## src/dbg_ctl_defines.svh

```systemverilog
// Constants for the debugger control and status register block
`ifndef DBG_CTL_DEFINES_SVH
`define DBG_CTL_DEFINES_SVH

`define CTL_HALT_BIT 7
`define CTL_BRK_EN_BIT 6
`define CTL_ACK_EN_BIT 5
`define CTL_SPIN_BIT 4
`define CTL_RSVD_HI 3
`define CTL_RSVD_LO 1
`define CTL_SELF_RST_BIT 0
`define CTL_RESET_VAL 8'h00
`define CTL_WRITE_MASK 8'hF1
`define STAT_STALL_BIT 7
`define STAT_LOWPWR_BIT 6
`define STAT_LOCK_BIT 5
`define CMD_RD_STATUS 8'h02
`define CMD_WR_CONTROL 8'h04
`define CMD_RD_CONTROL 8'h05
`define ACK_BYTE 8'hFF
`define BRK_OPCODE 8'h00
`define SELF_RST_CYCLES 8'h10

`endif

```

## src/dbg_ctl_pkg.sv

```systemverilog
// Types for the debugger control and status register block
package dbg_ctl_pkg;
    typedef enum logic [1:0] {
        CMD_IDLE = 2'b00,
        CMD_DATA = 2'b01
    } cmd_state_e;
    typedef logic [7:0] byte_t;
endpackage

```

## src/debugger_control_status_regs.sv

```systemverilog
// Debugger control and status registers behind the serial command stream
`timescale 1ns/1ps
`include "dbg_ctl_defines.svh"

// What this block does
// RQ1: 81h resets and halts; 41h resets, runs; 40h resumes
// RQ2: Halt flag set stops CPU instruction fetch
// RQ3: Halt flag cleared resumes normal execution
// RQ4: Enabled breakpoint without spin sets halt flag
// RQ5: Readout lock ignores halt clear; reset only
// RQ6: Breakpoint disabled by default acts as no-op
// RQ7: Acknowledge enable sends FFh on each breakpoint
// RQ8: Spin makes CPU loop on breakpoint instruction
// RQ9: Host writes zero to reserved control bits
// RQ10: Self-reset resets device, sparing debugger state
// RQ11: Self-reset bit clears when sequence completes
// RQ12: Stalled status: halted or breakpoint since write
// RQ13: Status bit six shows low-power halt mode
// RQ14: Status bit five shows readout lock active
// RQ15: Status low bits reserved zero, read-only
// RQ16: Command 04h writes control, 05h reads it
// RQ17: Command 02h returns one status byte
// RQ18: Control register resets to zero
module debugger_control_status_regs (
    input wire logic clk,
    input wire logic rst_n,
    input wire logic cmd_valid,
    input wire dbg_ctl_pkg::byte_t cmd_byte,
    output logic resp_valid,
    output dbg_ctl_pkg::byte_t resp_byte,
    input wire logic brk_decoded,
    input wire logic cpu_lowpower_halt,
    input wire logic readout_lock_option_n,
    output logic cpu_fetch_stop,
    output logic cpu_brk_nop,
    output logic cpu_brk_spin,
    output logic device_reset_req
);
    import dbg_ctl_pkg::*;

    ////////////////////////////////////////////////////////////////////////
    // Pin synchronisers: option and halt state come from outside this clock
    logic lock_s1_r;
    logic lock_s2_r;
    logic lp_s1_r;
    logic lp_s2_r;

    always_ff @(posedge clk) begin
        if (!rst_n) begin
            lock_s1_r <= 1'b1;
            lock_s2_r <= 1'b1;
            lp_s1_r <= 1'b0;
            lp_s2_r <= 1'b0;
        end else begin
            lock_s1_r <= readout_lock_option_n;
            lock_s2_r <= lock_s1_r;
            lp_s1_r <= cpu_lowpower_halt;
            lp_s2_r <= lp_s1_r;
        end
    end

    logic lock_active;
    assign lock_active = ~lock_s2_r; // [RQ14]

    ////////////////////////////////////////////////////////////////////////
    // Command decoder
    cmd_state_e state_r;
    logic ctl_wr;
    assign ctl_wr = cmd_valid && (state_r == CMD_DATA);

    always_ff @(posedge clk) begin
        if (!rst_n) begin
            state_r <= CMD_IDLE;
        end else if (cmd_valid) begin
            case (state_r)
                CMD_IDLE: begin
                    if (cmd_byte == `CMD_WR_CONTROL) begin
                        state_r <= CMD_DATA; // [RQ16]
                    end
                end
                CMD_DATA: begin
                    state_r <= CMD_IDLE;
                end
                default: begin
                    state_r <= CMD_IDLE;
                end
            endcase
        end
    end

    ////////////////////////////////////////////////////////////////////////
    // Control register and self-reset sequencer
    byte_t ctl_r;
    byte_t ctl_nxt;
    logic [7:0] rst_cnt_r;
    logic rst_done;
    logic brk_event;
    logic brk_enabled;

    assign brk_enabled = ctl_r[`CTL_BRK_EN_BIT];
    assign brk_event = brk_decoded && brk_enabled; // [RQ6]
    assign rst_done = ctl_r[`CTL_SELF_RST_BIT] && (rst_cnt_r == 8'h01);

    always_comb begin
        ctl_nxt = ctl_r;
        if (ctl_wr) begin
            // Reserved bits are stored as zero whatever the host sends
            ctl_nxt = cmd_byte & `CTL_WRITE_MASK; // [RQ1] [RQ9]
            if (lock_active && ctl_r[`CTL_HALT_BIT]) begin
                ctl_nxt[`CTL_HALT_BIT] = 1'b1; // [RQ5]
            end
        end
        if (brk_event && !ctl_r[`CTL_SPIN_BIT]) begin
            ctl_nxt[`CTL_HALT_BIT] = 1'b1; // [RQ4]
        end
        if (rst_done && !ctl_wr) begin
            ctl_nxt[`CTL_SELF_RST_BIT] = 1'b0; // [RQ11]
        end
    end

    always_ff @(posedge clk) begin
        if (!rst_n) begin
            ctl_r <= `CTL_RESET_VAL; // [RQ18]
        end else begin
            ctl_r <= ctl_nxt;
        end
    end

    // Counter reloads on each self-reset write, so a repeat restarts it
    always_ff @(posedge clk) begin
        if (!rst_n) begin
            rst_cnt_r <= 8'h00;
        end else if (ctl_wr && cmd_byte[`CTL_SELF_RST_BIT]) begin
            rst_cnt_r <= `SELF_RST_CYCLES; // [RQ10]
        end else if (rst_cnt_r != 8'h00) begin
            rst_cnt_r <= rst_cnt_r - 8'h01;
        end
    end

    // Only the rest of the device sees this reset; the debugger keeps state
    assign device_reset_req = ctl_r[`CTL_SELF_RST_BIT]; // [RQ10]
    assign cpu_fetch_stop = ctl_r[`CTL_HALT_BIT]; // [RQ2] [RQ3]
    assign cpu_brk_nop = !brk_enabled; // [RQ6]
    assign cpu_brk_spin = brk_enabled && ctl_r[`CTL_SPIN_BIT]; // [RQ8]

    ////////////////////////////////////////////////////////////////////////
    // Breakpoint seen since last control write
    logic brk_seen_r;

    always_ff @(posedge clk) begin
        if (!rst_n) begin
            brk_seen_r <= 1'b0;
        end else if (brk_event) begin
            brk_seen_r <= 1'b1; // [RQ12]
        end else if (ctl_wr) begin
            brk_seen_r <= 1'b0;
        end
    end

    byte_t status;
    always_comb begin
        status = 8'h00; // [RQ15]
        status[`STAT_STALL_BIT] = ctl_r[`CTL_HALT_BIT] | brk_seen_r; // [RQ12]
        status[`STAT_LOWPWR_BIT] = lp_s2_r; // [RQ13]
        status[`STAT_LOCK_BIT] = lock_active; // [RQ14]
    end

    ////////////////////////////////////////////////////////////////////////
    // Response path; acknowledge byte takes priority over a read answer
    always_ff @(posedge clk) begin
        if (!rst_n) begin
            resp_valid <= 1'b0;
            resp_byte <= 8'h00;
        end else begin
            resp_valid <= 1'b0;
            if (brk_event && ctl_r[`CTL_ACK_EN_BIT]) begin
                resp_valid <= 1'b1;
                resp_byte <= `ACK_BYTE; // [RQ7]
            end else if (cmd_valid && state_r == CMD_IDLE) begin
                if (cmd_byte == `CMD_RD_STATUS) begin
                    resp_valid <= 1'b1;
                    resp_byte <= status; // [RQ17]
                end else if (cmd_byte == `CMD_RD_CONTROL) begin
                    resp_valid <= 1'b1;
                    resp_byte <= ctl_r; // [RQ16]
                end
            end
        end
    end
endmodule
```

## config.mk

```make
export PLATFORM = sky130hd
export DESIGN_NAME = debugger_control_status_regs
export DESIGN_NICKNAME = d
export VERILOG_FILES = /design/src/dbg_ctl_pkg.sv /design/src/debugger_control_status_regs.sv
export VERILOG_INCLUDE_DIRS = /design/src /design/src/src
export SDC_FILE = /design/constraint.sdc
export NUM_CORES = 1
export LEC_CHECK = 0
export CORE_MARGIN = 2
export CORE_UTILIZATION = 50
export DETAILED_ROUTE_END_ITERATION = 16
export DONT_BUFFER_PORTS = 1
export GPL_ROUTABILITY_DRIVEN = 0
export GPL_TIMING_DRIVEN = 0
export PLACE_DENSITY = 0.68
export SLEW_MARGIN = 10
export SYNTH_ARGS = -nofsm -noshare
export SYNTH_HDL_FRONTEND = slang
export SYNTH_SLANG_ARGS = --single-unit
```

## constraint.sdc

```tcl
create_clock -name clk -period 1.42 [get_ports clk]
set_clock_uncertainty 0.15 [all_clocks]
set_input_delay 0 -clock clk [delete_from_list [all_inputs] [get_ports clk]]
set_output_delay 0 -clock clk [all_outputs]
set_load 0.01 [all_outputs]
```

# [Yosys cells after proc, flatten, opt, wreduce, memory -nomap -nowiden]
# Index checks and enable logic that the tools add are counted.
[totals] input_bits=14 reg_bits=29 elab_cells=64
[classes] reduce_logical=24 bitwise_logic=3 eq_ne=6 addsub=1 mux=17
[ops] operator="8-bit 2-to-1 mux" count=5
[ops] operator="8-bit by 3-bit equality test with 1-bit output, second input constant" count=2
[ops] operator="1-bit logical AND" count=10
[ops] operator="5-bit 2-to-1 mux" count=2
[ops] operator="8-bit by 1-bit equality test with 1-bit output, second input constant" count=1
[ops] operator="8-bit by 2-bit equality test with 1-bit output, second input constant" count=1
[ops] operator="1-bit 2-to-1 mux" count=8
[ops] operator="2-bit nonzero test" count=4
[ops] operator="8-bit nonzero test" count=1
[ops] operator="8-bit by 1-bit subtractor with 8-bit output, second input constant" count=1
[ops] operator="2-bit 2-to-1 mux" count=2
[ops] operator="2-bit AND reduction" count=2
[ops] operator="2-bit OR reduction" count=2
[ops] operator="1-bit zero test" count=3
[ops] operator="3-bit nonzero test" count=1
[ops] operator="2-bit by 1-bit equality test with 1-bit output, second input constant" count=1
[ops] operator="2-bit zero test" count=1
[ops] operator="2-bit inequality test, second input constant" count=1
[ops] operator="1-bit inverter" count=2
[ops] operator="1-bit bitwise OR" count=1

# [Depth between registers and ports, before layout]
# Gate-level depths: netlist (run 1).
[logic_depth] word_depth=5 ltp_mapped=5 ltp_nobuf=5

# [Least setup slack after synthesis (run 1)]
# Ideal clock, no wire load.
[synth_path] path_kind="reg2reg" start="reg rst_cnt_r[2]" end="reg rst_cnt_r[6]" stages_incl_launch_ff=5 path_slack_ns=0.068 n_path_buf=0 t_required_ns=1.199 setup_time_ns=0.071 arrival_ns=1.131 period_less_slack_ns=1.352 cell_sequence="dfxtp_1 > nor3_2 > nand2_1 > or3_1 > a21oi_1"
[synth_between] elab_chain_cells=1
[synth_rtl] item="start, declared" line_no="debugger_control_status_regs.sv:95" rtl="logic [7:0] rst_cnt_r;"
[synth_rtl] item="start signal, assigned" line_no="debugger_control_status_regs.sv:134" rtl="rst_cnt_r <= `SELF_RST_CYCLES;"
[synth_rtl] item="start signal, assigned" line_no="debugger_control_status_regs.sv:136" rtl="rst_cnt_r <= rst_cnt_r - 8'h01;"
[synth_rtl] item="8-bit by 1-bit subtractor with 8-bit output or 8-bit nonzero test (tied branches)" line_no="debugger_control_status_regs.sv:136, debugger_control_status_regs.sv:135"
# Several ways; a longest one is shown, not always the timed one.
# A chain may end at the register's enable or synchronous reset.

# [Final worst setup path (run 1)]
[layout_path] start="reg state_r[0]" end="reg resp_byte[5]"
[layout_between] elab_chain_cells=4
[layout_rtl] item="start, declared" line_no="debugger_control_status_regs.sv:67" rtl="cmd_state_e state_r;"
[layout_rtl] item="start signal, assigned" line_no="debugger_control_status_regs.sv:73" rtl="state_r <= CMD_IDLE;"
[layout_rtl] item="start signal, assigned" line_no="debugger_control_status_regs.sv:78" rtl="state_r <= CMD_DATA;"
[layout_rtl] item="start signal, assigned" line_no="debugger_control_status_regs.sv:82" rtl="state_r <= CMD_IDLE;"
[layout_rtl] item="2-bit zero test" line_no="debugger_control_status_regs.sv:179" rtl="end else if (cmd_valid && state_r == CMD_IDLE) begin"
[layout_rtl] item="1-bit logical AND" line_no="debugger_control_status_regs.sv:179"
[layout_rtl] item="2-bit nonzero test (no line)"
[layout_rtl] item="2-bit AND reduction (no line)"
[layout_rtl] item="end signal, assigned" line_no="debugger_control_status_regs.sv:178" rtl="resp_byte <= `ACK_BYTE;"
[layout_rtl] item="end signal, assigned" line_no="debugger_control_status_regs.sv:182" rtl="resp_byte <= status;"
[layout_rtl] item="end signal, assigned" line_no="debugger_control_status_regs.sv:185" rtl="resp_byte <= ctl_r;"
[layout_rtl] item="end, declared" line_no="debugger_control_status_regs.sv:30" rtl="output dbg_ctl_pkg::byte_t resp_byte,"
# Every way passes these cells.

==> metrics.txt, run 1 <==
status=finished, final reports clean; Yosys cell types=34; I/O Buffers=0; startpoint types=flip-flop; VDD IR max=0.001146 V; final setup violation count=0; Detailed Route WL=2683 µm; Die H=51.41 µm; initial drt markers=14; Initial Utilization=51.79%; CP max-delay cell=dfxtp_1; CTS tree=yes; worst skew pair latency=0.31 ns; Tcrit/Tclk final=96.81%; Seq cells post-synth=26; Pleak=0.5494 nW; area occupied by multi-input gates=596.8 µm²; Slew HR=77.28%; Ports=27; CTS Buf Count=3; DRC=0; Syn Std Cell Area=0.001124 mm²; dpl cells=157; area delta synth->final=26.61%; Adder-Cell Fraction of Synth Area=2.227%; largest area contributor in the netlist=dfxtp_1; syn nets=145; worst path required time=1.48 ns; Non-Filler Instances=178; First-pass DRT Iterations=6; core area=0.002170 mm²; top cells by area, synth=dfxtp_1 (46%), nand2_1 (6.3%), a21oi_1 (4.9%), nor2_1 (4.7%), nand3_1 (2.7%); first-pass GRT wire length=4409 µm; simple logic cell fraction of the synthesized area=29.06%; # rows=17; crit path DAT=1.44 ns; routed vias/inst=5.551; Root Driver=clkbuf_4; antenna-violating nets left=0; number of global-route vias before repair=1014; top cell type's share of synthesized area=46.33%; actual slew at the worst max-slew pin=0.3408 ns; Post-Synth XOR/XNOR Area=3.898%; Die X=51.41 µm; vias=988; CP Class=reg -> reg; commonest cells after routing, fill and taps aside=dfxtp_1 (22), nand2_1 (19), dlygate4sd3_1 (15); initial antenna violation count=0; maximum buffer depth of the clock tree=2; max-slew violations=0; Clock Sink Count=26; ys flop type=dfxtp_1; Routed WL per cell=15.07 µm; Clock transition at path regs=0.14 ns; Cells after Synth=129; Hold Fails Final Rpt=0; Filler cells=184; sequential fraction of the synthesis area=46.33%; residual overflow from global routing=0; largest net degree at the start of global routing=16; FFs w/ async S/R, synth=0%; crit path capture type=flip-flop; fraction of layout cells with a size suffix above 1=18.00%; H-tree depth=1; Overall Power=2.164 mW; Final nets=167; max cap viols=0; die area=0.002642 mm²; multiplexer share of the synthesized area=1.893%; ANT cells=0; CP peak stage delay=0.41 ns; largest family of logic cells by synthesized area=simple AND/OR/NAND/NOR gates; post-route setup slack=0.04527 ns; cell family with most CP delay=compound AO/OA/AOI/OAI gates; worst path cell trace=nor2b_2 > o2111a_2 > or2_4 > o221a_1; utilization after layout=65.57%; EDFF count, synth=0; Ys Warns=0; Compound-Gate Fraction of Synth Area=12.92%; setup_tns=0 ns; commonest non-fill, non-tap cell in the layout=dfxtp_1; Worst Hold Class=in -> reg; GRT Total Usage=22.24%; final worst path period need=1.375 ns; Post-Place Worst Slack=-0.1234 ns; Reg area=528.0 µm²; dpl hpwl=1713 µm; Worst Path Max Fanout=6; fmax=727.4 MHz; PwrDens=1521 mW/mm²; Post-Synthesis Mean Instance Area=8.710 µm²; worst path bufs/invs=0
state kept, by name, summed over array words and instances, names as in the netlist:
name        cells
rst_cnt_r       8
resp_byte       6
ctl_r           5
brk_seen_r      1
lock_s1_r       1
lock_s2_r       1
lp_s1_r         1
lp_s2_r         1
resp_valid      1
state_r         1
path summary, 6_finish.rpt:
check,start,endpoint,slack [ns],cells past startpoint
hold reg to reg,lock_s1_r,lock_s2_r,0.29,1
setup / recovery,state_r[0],resp_byte[5],0.05,4
hold / removal,cmd_byte[7],resp_byte[7],0.04,4
setup reg to reg,state_r[0],resp_byte[5],0.05,4
per-layer routing:
metal  global-route usage [%]  part of all wire [%]  vias up
li1                         -                     -      486
met1                    23.91                    41      468
met5                        0                     0        -
met2                    40.60                    53       26
met4                    11.84                   2.4        0
met3                    4.094                   3.7        8
where the power goes:
| part | switching, mW | leakage (nW) | internal, mW |
|---|---|---|---|
| Combinational | 0.348 | 0.308 | 0.371 |
| Clock | 0.209 | 0.0279 | 0.285 |
| Sequential | 0.107 | 0.214 | 0.844 |
| Total | 0.664 | 0.549 | 1.50 |
kinds of logic (layout without fill, tap and decap cells):
group | count (synthesis) | count (layout)
muxes | 2 | 2
and+or+nand+nor | 63 | 63
adders and majority gates | 2 | 2
AOI/OAI and AO/OA | 22 | 22
buffers and inverters | 9 | 30
DFF | 26 | 26
xor gates and xnor gates | 5 | 5
Yosys cell counts (3+ instances only):
cell,instances
inv_1,5
xnor2_1,3
nand2_1,19
dfxtp_1,26
nor2_1,14
a21oi_1,11
and2_1,4
nand3_1,6
o31ai_1,3
nand2b_1,3
final cells by class:
| cell class | instances | share of cell area [%] |
|---|---|---|
| well taps | 28 | 2.463 |
| multi-input cells | 94 | 41.95 |
| repair buffers | 18 | 12.14 |
| clock buffers | 3 | 1.583 |
| plain buffers | 3 | 1.319 |
| clock inverters | 1 | 2.111 |
| inverters | 5 | 1.319 |
| flip-flops and latches | 26 | 37.12 |
per-stage QoR:
stage	hold WS, ns	instance area, µm²
6_report	0.03524	1423
5_1_grt	0.03583	1423
4_1_cts	0.005450	1400
3_5_place_dp	-0.06938	1159
3_3_place_gp	-0.06685	1159
2_1_floorplan	-0.07696	1124
worst reg2reg max path, delay by kind of cell (launching register included):
kind	cells	cell delay (ns)
AO/OA/AOI/OAI	2	0.41
flip-flops	1	0.41
AND/OR/NAND/NOR	2	0.32
what timing repair did:
item                                    4_1_cts  5_1_grt
hold buffers                                 15        0
endpoints found under the setup margin        7       14
resized for setup                             4       10
hold endpoints to repair                     26        0
buffers inserted                              2        1
pin swaps                                     1        2
Power figures use the tool's default switching activity.
==> inputs of run 2 (changes only) <==
--- a/config.mk
+++ b/config.mk
@@ -7,12 +7,13 @@
 export NUM_CORES = 1
 export LEC_CHECK = 0
 export CORE_MARGIN = 2
-export CORE_UTILIZATION = 50
+export CORE_UTILIZATION = 54
 export DETAILED_ROUTE_END_ITERATION = 16
 export DONT_BUFFER_PORTS = 1
 export GPL_ROUTABILITY_DRIVEN = 0
 export GPL_TIMING_DRIVEN = 0
-export PLACE_DENSITY = 0.68
+export PLACE_DENSITY = 0.72
+export SETUP_SLACK_MARGIN = 0.3
 export SLEW_MARGIN = 10
 export SYNTH_ARGS = -nofsm -noshare
 export SYNTH_HDL_FRONTEND = slang
==> run 2 against run 1 <==
  * The run now ends with negative hold slack left
  * First-iteration DRC count grew 36%
  * Fmax fell by 0.76%
  * Non-clock buffer count up 13
  * Sequential power is 0.6% higher
  * Total power up 24%
  * Die area is 6.8% lower
  * Register-to-register slack barely moved
  * Critical endpoint unchanged
==> metrics.txt, run 2 (synthesis gave the netlist of run 1 again) <==
status=finished, violations left; failing checks=negative hold slack; Clock Sink Count=26 (unchanged); area delta synth->final=51.56%; Detailed Route WL=3592 µm (+34%); residual overflow from global routing=0 (unchanged); Ports=27 (unchanged); Routed WL per cell=18.91 µm (+25%); max FFs per register=8 (unchanged); crit path DAT=1.48 ns (+0.04 ns); H-tree depth=1 (unchanged); Final nets=180 (+7.8%); hold path startpoint=rst_n; first-pass GRT wire length=4761 µm (+8.0%); dpl hpwl=1656 µm (-3.4%); final setup violation count=0 (unchanged); Top reg by flops=rst_cnt_r; ANT cells=0 (unchanged); actual slew at the worst max-slew pin=0.4136 ns (+0.07281 ns); First-pass DRT Iterations=4 (-2); commonest non-fill, non-tap cell in the layout=dfxtp_1; worst skew pair latency=0.33 ns (+0.02 ns); Worst Path Max Fanout=5 (-1); Die H=49.62 µm (-3.5%); die area=0.002462 mm² (-6.8%); antenna-violating nets left=0 (unchanged); fraction of layout cells with a size suffix above 1=41.10% (+23 points); max-slew violations=0 (unchanged); Worst Setup SP=state_r[0]; hold buffers post-CTS=16 (+1); dpl cells=156 (-0.64%); GRT Total Usage=25.40% (+3.2 points); Non-Filler Instances=190 (+6.7%); setup_tns=0 ns (unchanged); CP Class=reg -> reg; fmax=721.9 MHz (-0.76%); number of global-route vias before repair=1111 (+9.6%); Tcrit/Tclk final=97.55% (+0.74 points); Overall Power=2.674 mW (+24%); Pleak=0.6677 nW (+22%); Initial Utilization=57.27% (+5.5 points); Fin Hold WS=-0.4246 ns (-0.4599 ns); final worst path period need=1.385 ns (+0.01047 ns); Filler cells=98 (-47%); core area=0.001962 mm² (-9.6%); max cap viols=0 (unchanged); largest net degree at the start of global routing=16 (unchanged); biggest regs=rst_cnt_r (8), resp_byte (6), ctl_r (5); initial drt markers=19 (+5); I/O Buffers=0 (unchanged); CTS Buf Count=3 (unchanged); initial antenna violation count=0 (unchanged); RSZ-0062 raised after global routing=yes; maximum buffer depth of the clock tree=2 (unchanged); PwrDens=1570 mW/mm² (+3.2%); worst path required time=1.51 ns (+0.03 ns); Reg-to-Reg Start=state_r[0]; VDD IR max=0.001232 V (+7.5%); Root Driver=clkbuf_4; Slew HR=72.34% (-4.9 points); DRC=0 (unchanged); placed instance area=0.001207 mm² (+4.2%); Worst Hold Class=in -> reg; CTS tree=yes; Hold Fails Final Rpt=6 (+6); Clock transition at path regs=0.14 ns (about the same); vias=1106 (+12%); # rows=16 (-1); commonest cells after routing, fill and taps aside=dfxtp_1 (17), dlygate4sd3_1 (16), nand2_1 (12); Die X=49.62 µm (-3.5%); Final Instance Area=0.001703 mm² (+20%); routed vias/inst=5.821 (+4.9%); startpoint types=flip-flop; crit path capture type=flip-flop
## run 2: path summary, 6_finish.rpt
path | endpoint | slack [ns] | cells after the start
max | resp_byte[5] | 0.03 | 4
min | lock_s2_r | -0.42 | 1
max reg2reg | resp_byte[5] | 0.03 | 4
min reg2reg | lock_s2_r | 0.30 | 1
## run 2: timing repair
item                                    in CTS  in global routing
pin swaps                                    8                 13
hold endpoints to repair                    26                  6
buffers inserted                            11                  3
gates resized for setup                     20                 32
endpoints found under the setup margin      18                 23
## run 2: metrics by stage
step | utilization, % | setup slack [ns]
final | 86.80 | 0.03480
after global routing | 86.80 | -0.003973
after CTS | 80.04 | 0.1184
after detailed placement | 61.54 | -0.004305
after global placement | 61.54 | 0.05663
after floorplan | - | 0.1587
## run 2: worst max-delay path, stage by stage, from the launching register on
cell,delay [ns]
dfxtp_4,0.39
nor2b_4,0.14
o2111a_2,0.29
nand2_1,0.09
o221a_1,0.23
## run 2: routing by layer
| layer | share of wire (%) | GRT usage (%) |
|---|---|---|
| met1 | 39 | 26.10 |
| met2 | 55 | 48.22 |
| met3 | 4.0 | 5.455 |
| met4 | 1.8 | 11.57 |
| met5 | 0 | 0 |
## run 2: final cells by class
cell class                 instances  area, µm²  share of cell area, %
clock inverter                     1      30.03                  1.763
clock buffer                       3      22.52                  1.323
tap                               27      33.78                  1.984
inverter                           5      18.77                  1.102
timing repair buffer              30      287.8                  16.90
sequential                        26      539.3                  31.67
buffer                             4      33.78                  1.984
multi-input combinational         94      737.0                  43.28
## run 2: report_power, final
group / switching, mW / total (mW) / internal [mW]
sequential: 0.111 / 0.957 / 0.846
combinational: 0.573 / 1.20 / 0.624
clock: 0.234 / 0.520 / 0.286
